## src/rtl/sfotp_pkg.sv

```systemverilog
// Shared constants and types of the serial flash security-area and status read path
package sfotp_pkg;

  // Command opcodes
  localparam logic [7:0] SFOTP_OP_OTP_READ    = 8'h77;
  localparam logic [7:0] SFOTP_OP_STATUS_READ = 8'h05;

  // Header byte counts as last index of a 2-bit counter; bits per byte as last index of a 3-bit one
  localparam logic [1:0] SFOTP_ADDR_LAST  = 2'h2;
  localparam logic [1:0] SFOTP_DUMMY_LAST = 2'h1;
  localparam logic [2:0] SFOTP_BIT_LAST   = 3'h7;

  // Security area geometry
  localparam int         SFOTP_OTP_AW    = 7;
  localparam logic [6:0] SFOTP_OTP_FIRST = 7'h00;
  localparam logic [6:0] SFOTP_OTP_LAST  = 7'h7F;
  localparam logic [7:0] SFOTP_ERASED    = 8'hFF;

  // Status byte 1 field positions
  localparam int SB1_PROT_LOCK = 7;
  localparam int SB1_RSVD      = 6;
  localparam int SB1_EPE       = 5;
  localparam int SB1_WPP       = 4;
  localparam int SB1_SWP_LO    = 2;
  localparam int SB1_WEL       = 1;
  localparam int SB1_BUSY      = 0;

  // Status byte 2 field positions
  localparam int SB2_RST_EN  = 4;
  localparam int SB2_LOCK_EN = 3;
  localparam int SB2_PS      = 2;
  localparam int SB2_ES      = 1;
  localparam int SB2_BUSY    = 0;

  // Values after reset
  localparam logic       SFOTP_PROT_LOCK_RST = 1'b0;
  localparam logic [1:0] SFOTP_SWP_RST       = 2'h3;
  localparam logic       SFOTP_WEL_RST       = 1'b0;
  localparam logic [3:0] SFOTP_SYNC_RST      = 4'h9;

  typedef enum logic [2:0] {
    ST_IDLE   = 3'b000,
    ST_CMD    = 3'b001,
    ST_ADDR   = 3'b010,
    ST_DUMMY  = 3'b011,
    ST_OTP    = 3'b100,
    ST_STATUS = 3'b101,
    ST_IGNORE = 3'b110
  } sfotp_state_t;

  // Assemble one status byte from its fields
  function automatic logic [7:0] sfotp_status_byte(
    input logic       second,
    input logic       lock,
    input logic       erase_program_error_flag,
    input logic       protect_pin_state,
    input logic [1:0] software_protect_summary,
    input logic       write_enable_latch,
    input logic       busy,
    input logic [3:0] b2_flags
  );
    logic [7:0] b;
    b = 8'h00;
    if (second) begin
      b[SB2_RST_EN]  = b2_flags[3];
      b[SB2_LOCK_EN] = b2_flags[2];
      b[SB2_PS]      = b2_flags[1];
      b[SB2_ES]      = b2_flags[0];
      b[SB2_BUSY]    = busy;
    end else begin
      b[SB1_PROT_LOCK]           = lock;
      b[SB1_EPE]                 = erase_program_error_flag;
      b[SB1_WPP]                 = protect_pin_state;
      b[SB1_SWP_LO+1:SB1_SWP_LO] = software_protect_summary;
      b[SB1_WEL]                 = write_enable_latch;
      b[SB1_BUSY]                = busy;
    end
    return b;
  endfunction

endpackage

```

## src/rtl/sfotp_otp_mem.sv

```systemverilog
// Security area storage: user half writable, factory half fixed, registered read
`timescale 1ns/1ps
module sfotp_otp_mem import sfotp_pkg::*; #(
  parameter int         AW           = SFOTP_OTP_AW,
  parameter logic [7:0] FACTORY_SEED = 8'hA5  // Arbitrary per-device pattern
) (
  // Clock and reset
  input  wire logic          clk_i,
  input  wire logic          rst_b_i,
  input  wire logic          clk_en_i,
  // User half write port
  input  wire logic          wr_en_i,
  input  wire logic [AW-1:0] wr_addr_i,
  input  wire logic [7:0]    wr_data_i,
  // Read port
  input  wire logic [AW-1:0] rd_addr_i,
  output logic      [7:0]    rd_data_o
);
  localparam int HALF = 2 ** (AW - 1);

  logic [7:0]      user_mem [HALF];
  logic [HALF-1:0] written_reg;

  if (AW < 2) begin : g_chk
    $error("sfotp_otp_mem: address width too small");
  end

  // Factory half never changes; only the user half accepts writes
  always_ff @(posedge clk_i) begin
    if (clk_en_i && wr_en_i && !wr_addr_i[AW-1]) begin
      user_mem[wr_addr_i[AW-2:0]] <= wr_data_i;
    end
  end

  // Unwritten user bytes read as erased without needing a cleared array
  always_ff @(posedge clk_i or negedge rst_b_i) begin
    if (!rst_b_i) begin
      written_reg <= '0;
    end else if (clk_en_i && wr_en_i && !wr_addr_i[AW-1]) begin
      written_reg[wr_addr_i[AW-2:0]] <= 1'b1;
    end
  end

  always_ff @(posedge clk_i or negedge rst_b_i) begin
    if (!rst_b_i) begin
      rd_data_o <= 8'h00;
    end else if (clk_en_i) begin
      if (rd_addr_i[AW-1]) begin
        rd_data_o <= FACTORY_SEED ^ 8'(rd_addr_i);
      end else if (written_reg[rd_addr_i[AW-2:0]]) begin
        rd_data_o <= user_mem[rd_addr_i[AW-2:0]];
      end else begin
        rd_data_o <= SFOTP_ERASED;
      end
    end
  end
endmodule

```

## src/rtl/sfotp_spi_top.sv

```systemverilog
// SPI command path serving security-area read and status read
`timescale 1ns/1ps
module sfotp_spi_top import sfotp_pkg::*; #(
  parameter logic [7:0] FACTORY_SEED = 8'hA5  // Arbitrary per-device pattern
) (
  // Clock, reset, enable
  input  wire logic       clk_i,
  input  wire logic       rst_b_i,
  input  wire logic       clk_en_i,
  // SPI pins
  input  wire logic       spi_cs_b_i,
  input  wire logic       spi_sck_i,
  input  wire logic       spi_mosi_i,
  output logic            spi_miso_o,
  output logic            spi_miso_oe_o,
  // Write-protect pin, active low
  input  wire logic       wp_b_i,
  // Device state from the core
  input  wire logic       ready_busy_flag_i,
  input  wire logic       erase_program_error_flag_i,
  input  wire logic [1:0] software_protect_summary_i,
  input  wire logic       reset_cmd_enable_i,
  input  wire logic       lockdown_cmd_enable_i,
  input  wire logic       program_suspended_flag_i,
  input  wire logic       erase_suspended_flag_i,
  // Write enable latch control
  input  wire logic       wel_set_i,
  input  wire logic       wel_clr_i,
  input  wire logic       reset_op_i,
  // Status byte 1 write
  input  wire logic       prot_lock_wr_i,
  input  wire logic       prot_lock_wdata_i,
  // Security area user-half write
  input  wire logic       otp_wr_en_i,
  input  wire logic [6:0] otp_wr_addr_i,
  input  wire logic [7:0] otp_wr_data_i,
  // Status byte 1 view
  output logic [7:0]      status_byte_one_o
);

  logic         cs_b_s;
  logic         sck_s;
  logic         mosi_s;
  logic         wp_b_s;
  logic         sck_d_reg;
  logic         sck_rise;
  logic         sck_fall;
  logic [2:0]   bit_cnt_reg;
  logic [7:0]   in_shift_reg;
  logic [7:0]   byte_in;
  logic         byte_end;
  sfotp_state_t state_reg;
  logic [1:0]   byte_cnt_reg;
  logic [6:0]   otp_addr_reg;
  logic [7:0]   otp_rdata;
  logic [2:0]   out_cnt_reg;
  logic [7:0]   out_shift_reg;
  logic         stat_sel_reg;
  logic         out_phase;
  logic         load;
  logic [7:0]   next_byte;
  logic         prot_lock_reg;
  logic         wel_reg;
  logic [1:0]   swp_reg;
  logic [3:0]   b2_flags;

  // Pins cross into the clock domain; the link clock is only sampled
  sfotp_sync #(
    .W       (4),
    .RST_VAL (SFOTP_SYNC_RST)
  ) u_sync (
    .clk_i    (clk_i),
    .rst_b_i  (rst_b_i),
    .clk_en_i (clk_en_i),
    .async_i  ({spi_cs_b_i, spi_sck_i, spi_mosi_i, wp_b_i}),
    .sync_o   ({cs_b_s, sck_s, mosi_s, wp_b_s})
  );

  sfotp_otp_mem #(
    .AW           (SFOTP_OTP_AW),
    .FACTORY_SEED (FACTORY_SEED)
  ) u_mem (
    .clk_i     (clk_i),
    .rst_b_i   (rst_b_i),
    .clk_en_i  (clk_en_i),
    .wr_en_i   (otp_wr_en_i),
    .wr_addr_i (otp_wr_addr_i),
    .wr_data_i (otp_wr_data_i),
    .rd_addr_i (otp_addr_reg),
    .rd_data_o (otp_rdata)
  );

  // Edge detection on the synchronised serial clock
  always_ff @(posedge clk_i or negedge rst_b_i) begin
    if (!rst_b_i) begin
      sck_d_reg <= 1'b0;
    end else if (clk_en_i) begin
      sck_d_reg <= sck_s;
    end
  end

  assign sck_rise = sck_s && !sck_d_reg;
  assign sck_fall = !sck_s && sck_d_reg;
  assign byte_in  = {in_shift_reg[6:0], mosi_s};
  assign byte_end = sck_rise && !cs_b_s && (bit_cnt_reg == SFOTP_BIT_LAST);

  // Input shifter, MSB first on rising edges
  always_ff @(posedge clk_i or negedge rst_b_i) begin
    if (!rst_b_i) begin
      bit_cnt_reg  <= 3'h0;
      in_shift_reg <= 8'h00;
    end else if (clk_en_i) begin
      if (cs_b_s) begin
        bit_cnt_reg  <= 3'h0;
        in_shift_reg <= 8'h00;
      end else if (sck_rise) begin
        in_shift_reg <= byte_in;
        bit_cnt_reg  <= bit_cnt_reg + 3'h1;
      end
    end
  end

  // Command sequencer and security address
  always_ff @(posedge clk_i or negedge rst_b_i) begin
    if (!rst_b_i) begin
      state_reg    <= ST_IDLE;
      byte_cnt_reg <= 2'h0;
      otp_addr_reg <= SFOTP_OTP_FIRST;
    end else if (clk_en_i) begin
      if (cs_b_s) begin
        state_reg    <= ST_IDLE;
        byte_cnt_reg <= 2'h0;
      end else begin
        case (state_reg)
          ST_IDLE: begin
            state_reg <= ST_CMD;
          end
          ST_CMD: begin
            if (byte_end) begin
              byte_cnt_reg <= 2'h0;
              if (byte_in == SFOTP_OP_OTP_READ) begin
                state_reg <= ST_ADDR;
              end else if (byte_in == SFOTP_OP_STATUS_READ) begin
                state_reg <= ST_STATUS;
              end else begin
                state_reg <= ST_IGNORE;
              end
            end
          end
          ST_ADDR: begin
            if (byte_end) begin
              if (byte_cnt_reg == SFOTP_ADDR_LAST) begin
                // Upper address bits are don't-care
                otp_addr_reg <= byte_in[6:0];
                byte_cnt_reg <= 2'h0;
                state_reg    <= ST_DUMMY;
              end else begin
                byte_cnt_reg <= byte_cnt_reg + 2'h1;
              end
            end
          end
          ST_DUMMY: begin
            if (byte_end) begin
              if (byte_cnt_reg == SFOTP_DUMMY_LAST) begin
                state_reg <= ST_OTP;
              end else begin
                byte_cnt_reg <= byte_cnt_reg + 2'h1;
              end
            end
          end
          ST_OTP: begin
            // Seven-bit address wraps 7Fh to 00h with no extra cycle
            if (load) begin
              otp_addr_reg <= otp_addr_reg + 7'h01;
            end
          end
          ST_STATUS: begin
            state_reg <= ST_STATUS;
          end
          ST_IGNORE: begin
            state_reg <= ST_IGNORE;
          end
          default: begin
            state_reg <= ST_IGNORE;
          end
        endcase
      end
    end
  end

  assign b2_flags  = {reset_cmd_enable_i, lockdown_cmd_enable_i,
                      program_suspended_flag_i, erase_suspended_flag_i};
  assign out_phase = (state_reg == ST_OTP) || (state_reg == ST_STATUS);
  assign load      = sck_fall && !cs_b_s && out_phase && (out_cnt_reg == 3'h0);

  // Status is built from live fields at each byte start
  // Every byte is valid from the first, so hosts keeping four bytes lose nothing
  assign next_byte = (state_reg == ST_OTP) ? otp_rdata :
                     sfotp_status_byte(stat_sel_reg, prot_lock_reg,
                                       erase_program_error_flag_i, wp_b_s,
                                       swp_reg, wel_reg, ready_busy_flag_i,
                                       b2_flags);

  // Output shifter, changes on falling edges and clears on select release
  always_ff @(posedge clk_i or negedge rst_b_i) begin
    if (!rst_b_i) begin
      spi_miso_o    <= 1'b0;
      spi_miso_oe_o <= 1'b0;
      out_cnt_reg   <= 3'h0;
      out_shift_reg <= 8'h00;
      stat_sel_reg  <= 1'b0;
    end else if (clk_en_i) begin
      if (cs_b_s) begin
        spi_miso_oe_o <= 1'b0;
        spi_miso_o    <= 1'b0;
        out_cnt_reg   <= 3'h0;
        stat_sel_reg  <= 1'b0;
      end else if (sck_fall && out_phase) begin
        spi_miso_oe_o <= 1'b1;
        out_cnt_reg   <= out_cnt_reg + 3'h1;
        if (out_cnt_reg == 3'h0) begin
          spi_miso_o    <= next_byte[7];
          out_shift_reg <= {next_byte[6:0], 1'b0};
          if (state_reg == ST_STATUS) begin
            stat_sel_reg <= !stat_sel_reg;
          end
        end else begin
          spi_miso_o    <= out_shift_reg[7];
          out_shift_reg <= {out_shift_reg[6:0], 1'b0};
        end
      end
    end
  end

  // Protection lock: freely written with the pin high, only set while low
  always_ff @(posedge clk_i or negedge rst_b_i) begin
    if (!rst_b_i) begin
      prot_lock_reg <= SFOTP_PROT_LOCK_RST;
    end else if (clk_en_i && prot_lock_wr_i) begin
      if (wp_b_s || prot_lock_wdata_i) begin
        prot_lock_reg <= prot_lock_wdata_i;
      end
    end
  end

  // Write enable latch; a set in the same cycle as a clear wins
  always_ff @(posedge clk_i or negedge rst_b_i) begin
    if (!rst_b_i) begin
      wel_reg <= SFOTP_WEL_RST;
    end else if (clk_en_i) begin
      if (wel_set_i) begin
        wel_reg <= 1'b1;
      end else if (wel_clr_i || reset_op_i) begin
        wel_reg <= 1'b0;
      end
    end
  end

  // Software protect summary held so it shows all-protected out of reset
  always_ff @(posedge clk_i or negedge rst_b_i) begin
    if (!rst_b_i) begin
      swp_reg <= SFOTP_SWP_RST;
    end else if (clk_en_i) begin
      swp_reg <= software_protect_summary_i;
    end
  end

  // Status byte 1 view; reserved bit 6 stays zero
  always_ff @(posedge clk_i or negedge rst_b_i) begin
    if (!rst_b_i) begin
      status_byte_one_o <= 8'h00;
    end else if (clk_en_i) begin
      status_byte_one_o <= sfotp_status_byte(1'b0, prot_lock_reg,
                                             erase_program_error_flag_i, wp_b_s,
                                             swp_reg, wel_reg, ready_busy_flag_i,
                                             b2_flags);
    end
  end
endmodule

```

## src/rtl/sfotp_sync.sv

```systemverilog
// Two-stage synchroniser for pins arriving from outside the clock domain
`timescale 1ns/1ps
module sfotp_sync #(
  parameter int           W       = 4,
  parameter logic [W-1:0] RST_VAL = '0
) (
  // Clock and reset
  input  wire logic         clk_i,
  input  wire logic         rst_b_i,
  input  wire logic         clk_en_i,
  // Pins in, synchronised out
  input  wire logic [W-1:0] async_i,
  output logic      [W-1:0] sync_o
);
  logic [W-1:0] meta_reg;

  if (W < 1) begin : g_chk
    $error("sfotp_sync: width must be positive");
  end

  // First stage feeds only the second
  always_ff @(posedge clk_i or negedge rst_b_i) begin
    if (!rst_b_i) begin
      meta_reg <= RST_VAL;
      sync_o   <= RST_VAL;
    end else if (clk_en_i) begin
      meta_reg <= async_i;
      sync_o   <= meta_reg;
    end
  end
endmodule

```

## config.mk

```make
export PLATFORM = sky130hd
export DESIGN_NAME = sfotp_spi_top
export DESIGN_NICKNAME = d
export VERILOG_FILES = /design/src/rtl/sfotp_pkg.sv /design/src/rtl/sfotp_otp_mem.sv /design/src/rtl/sfotp_spi_top.sv /design/src/rtl/sfotp_sync.sv
export SDC_FILE = /design/constraint.sdc
export NUM_CORES = 1
export LEC_CHECK = 0
export CORE_MARGIN = 8
export CORE_UTILIZATION = 25
export CTS_CLUSTER_DIAMETER = 60
export CTS_CLUSTER_SIZE = 8
export DETAILED_ROUTE_END_ITERATION = 16
export DONT_BUFFER_PORTS = 1
export PLACE_DENSITY_LB_ADDON = 0.25
export SLEW_MARGIN = 0
export SYNTH_ARGS = -nofsm -noshare
export SYNTH_HDL_FRONTEND = slang
export SYNTH_SLANG_ARGS = --single-unit
```

## constraint.sdc

```tcl
create_clock -name clk_i -period 2.2 [get_ports clk_i]
set_input_delay 0.22 -clock clk_i [delete_from_list [all_inputs] [get_ports clk_i]]
set_output_delay 0.22 -clock clk_i [all_outputs]
set_load 0.005 [all_outputs]
```

==> results.cfg <==
[timing]
min_period_ps = 2420
tightest_slew_ps = 754
report.final.slew_viol_count = 0
setup-tns-final_ps = -1680
rsz0062_at_grt = true
hold_viol = 127
slew_headroom_pct = 49.4
skew_ps = 37.7
setup_viol = 8
fmax_ghz = 0.414
whs_ps = -693
fin_crit_sh_pct = 110
fin_ws_ps = -218

[cts]
clock-sinks = 639
htreeDepth = 3
cts_root_buf = clkbuf_16
ctsHoldBuffers = 30
cts_tree = done
clk_latency_ps = 640
clkTransAtPathRegs_ps = 50
cts_buffers = 92
clockBufferDepth = 3

[pwr]
p_leak_nw = 11.0
peakVddDrop_mv = 0.531
p_per_area_nw_per_um2 = 1010

[run_status]
failed_checks = negative hold slack, negative setup slack
status = complete, but fails checks

[logic_synthesis]
netlist_area_um2 = 25600
ys_ff_latch = 639
synthFlopType = edfxtp_1
synth_edf_count = 512
synth_nets = 1481
synth-seq-area-share_pct = 72.4
synthCells = 1437
syn_avg_cell_area_um2 = 17.8
yosysWarnings = 0
async_flop_share_pct = 19.9
ys_types = 63

[route]
via_count = 14261
drcViolationCount = 0
drt_iter0_drc = 999
first_pass_iters = 5
ant_nets = 0
wl_mm = 71.5
wire_per_inst_um = 22.7
viasPerCell = 4.54

[floorplan]
fp.dieW_um = 336
core_area_um2 = 102000
ioPinCount = 46
die_y_um = 336
start_util_pct = 25.2
die_area_um2 = 113000
rows = 117

[worst_setup_path]
start_kind = register
regToRegSetupSlack_ps = -220
end_kind = register
crit_required_ps = 2710
worst_path_max_delay_cell = dfrtp_4
timing.rr.end = u_mem.rd_data_o[4]
r2r-start = otp_addr_reg[0]
crit_top_cell = buf_12
crit_chain = buf_4 -> buf_12 -> buf_16 -> buf_6 -> mux4_2 -> a21oi_1 -> a211o_2 -> a41oi_4 -> buf_12 -> a21oi_2
crit_path_max_incr_delay_ps = 510
crit_start = otp_addr_reg[0]
crit_arrival_ps = 2930
crit_fanout = 10
ff2ff_path_depth = 10
crit_type = register to register

[layout]
layout.cells.non_filler = 3144
syn_to_final_growth_pct = 26.4
drive_gt1_share_pct = 33.2
largest_reg_flops = 512
nets = 1737

[placement]
hpwlAfterDp_mm = 44.0
pre_cts_ws_ps = -361
dp_cells = 2918
place_congestion = 0.784
port_buffers = 0

[worst_hold_path]
hold_class = input pin to async pin

[global_route]
gr-total-overflow = 0
grt_pass1_wl_mm = 104
grt_start_max_net_pins = 128
grt_pass1_vias = 14879
antenna_found_initial = 4
grt_usage_pct = 12.4

[job]
cap_violations = 0
[how the worst max path moves through the flow]
stage                                    end  slack, ps  cells after the start
after CTS                 u_mem.rd_data_o[6]       -200                      9
after floorplan           u_mem.rd_data_o[6]         10                      7
after global routing      u_mem.rd_data_o[6]       -290                      9
after global placement    u_mem.rd_data_o[3]       -350                      7
after detailed placement  u_mem.rd_data_o[7]       -360                      7
final                     u_mem.rd_data_o[4]       -220                     10
[stage by stage]
step	utilization, %	total power [mW]	cell area, um2
after floorplan	-	16.9	25600
after global placement	28.2	18.4	28600
after detailed placement	28.2	18.5	28600
after CTS	31.8	33.0	32300
after global routing	31.8	33.8	32400
final	31.8	32.6	32400
[critical path: cells and delay by family, from the launching register on]
family                 cells  cell delay, ps
AO/OA/AOI/OAI              4             670
buffers and inverters      5             720
flip-flops                 1             510
multiplexers               1             370
[cells in the mapped netlist (21+ instances only)]
cell type	n	area share, %
mux4_2	112	9.8
mux2_2	25	1.1
o21ai_0	44	0.86
clkbuf_1	39	0.57
nor2_1	88	1.3
a21oi_1	29	0.57
nand2_1	39	0.57
buf_2	23	0.45
edfxtp_1	512	60
or2_2	64	1.6
mux2i_1	93	3.6
a211oi_1	21	0.61
dfrtp_1	121	12
[placed cells by master, fill, tap and decap left out, types with 39 or more instances in the layout]
master | Yosys | routed
nor2_1 | 88 | 88
mux4_2 | 112 | 112
dfrtp_1 | 121 | 117
mux2i_1 | 93 | 87
or2_2 | 64 | 64
buf_4 | 10 | 182
nand2_1 | 39 | 39
edfxtp_1 | 512 | 512
clkbuf_16 | 0 | 96
clkbuf_1 | 39 | 69
[final cells by class]
type / instances / area [um2]
clock buffer: 165 / 2650
inverter: 12 / 45.0
tap: 1368 / 1710
antenna: 3 / 7.51
sequential: 639 / 18600
timing repair buffer: 245 / 2480
fill: 9800 / 69300
clock inverter: 9 / 124
multi-input combinational: 703 / 6800
[kinds of logic after synthesis]
family / Yosys count / share of synthesized area, %
fa+ha+maj: 8 / 0.390
other cells: 1 / 0.0146
buf+inv: 95 / 1.80
mux: 231 / 14.6
compound gates: 205 / 5.66
flops: 639 / 72.4
simple gates: 258 / 5.11
[power breakdown]
part           internal, mW  total, mW  leakage (nW)  switching [mW]
logic                  2.97       5.59          3.47            2.63
clock network          8.11       13.3          1.31            5.23
registers              13.4       13.7          6.23           0.266
[layer usage]
metal	GRT usage, %	vias to the layer above	share of wire [%]
li1	-	6282	-
met1	17.3	7478	46
met2	19.3	383	46
met3	2.83	118	6.0
met4	3.70	0	2.6
met5	0	-	0
[repair_timing]
action                                  CTS  global route
gates resized for setup                  51            10
pin swaps                                12             2
gates cloned                              4             1
endpoints found under the setup margin    8             9
buffers inserted                         15             2
hold endpoints to repair                679           127
No activity file was read; power rests on OpenSTA's default activity.
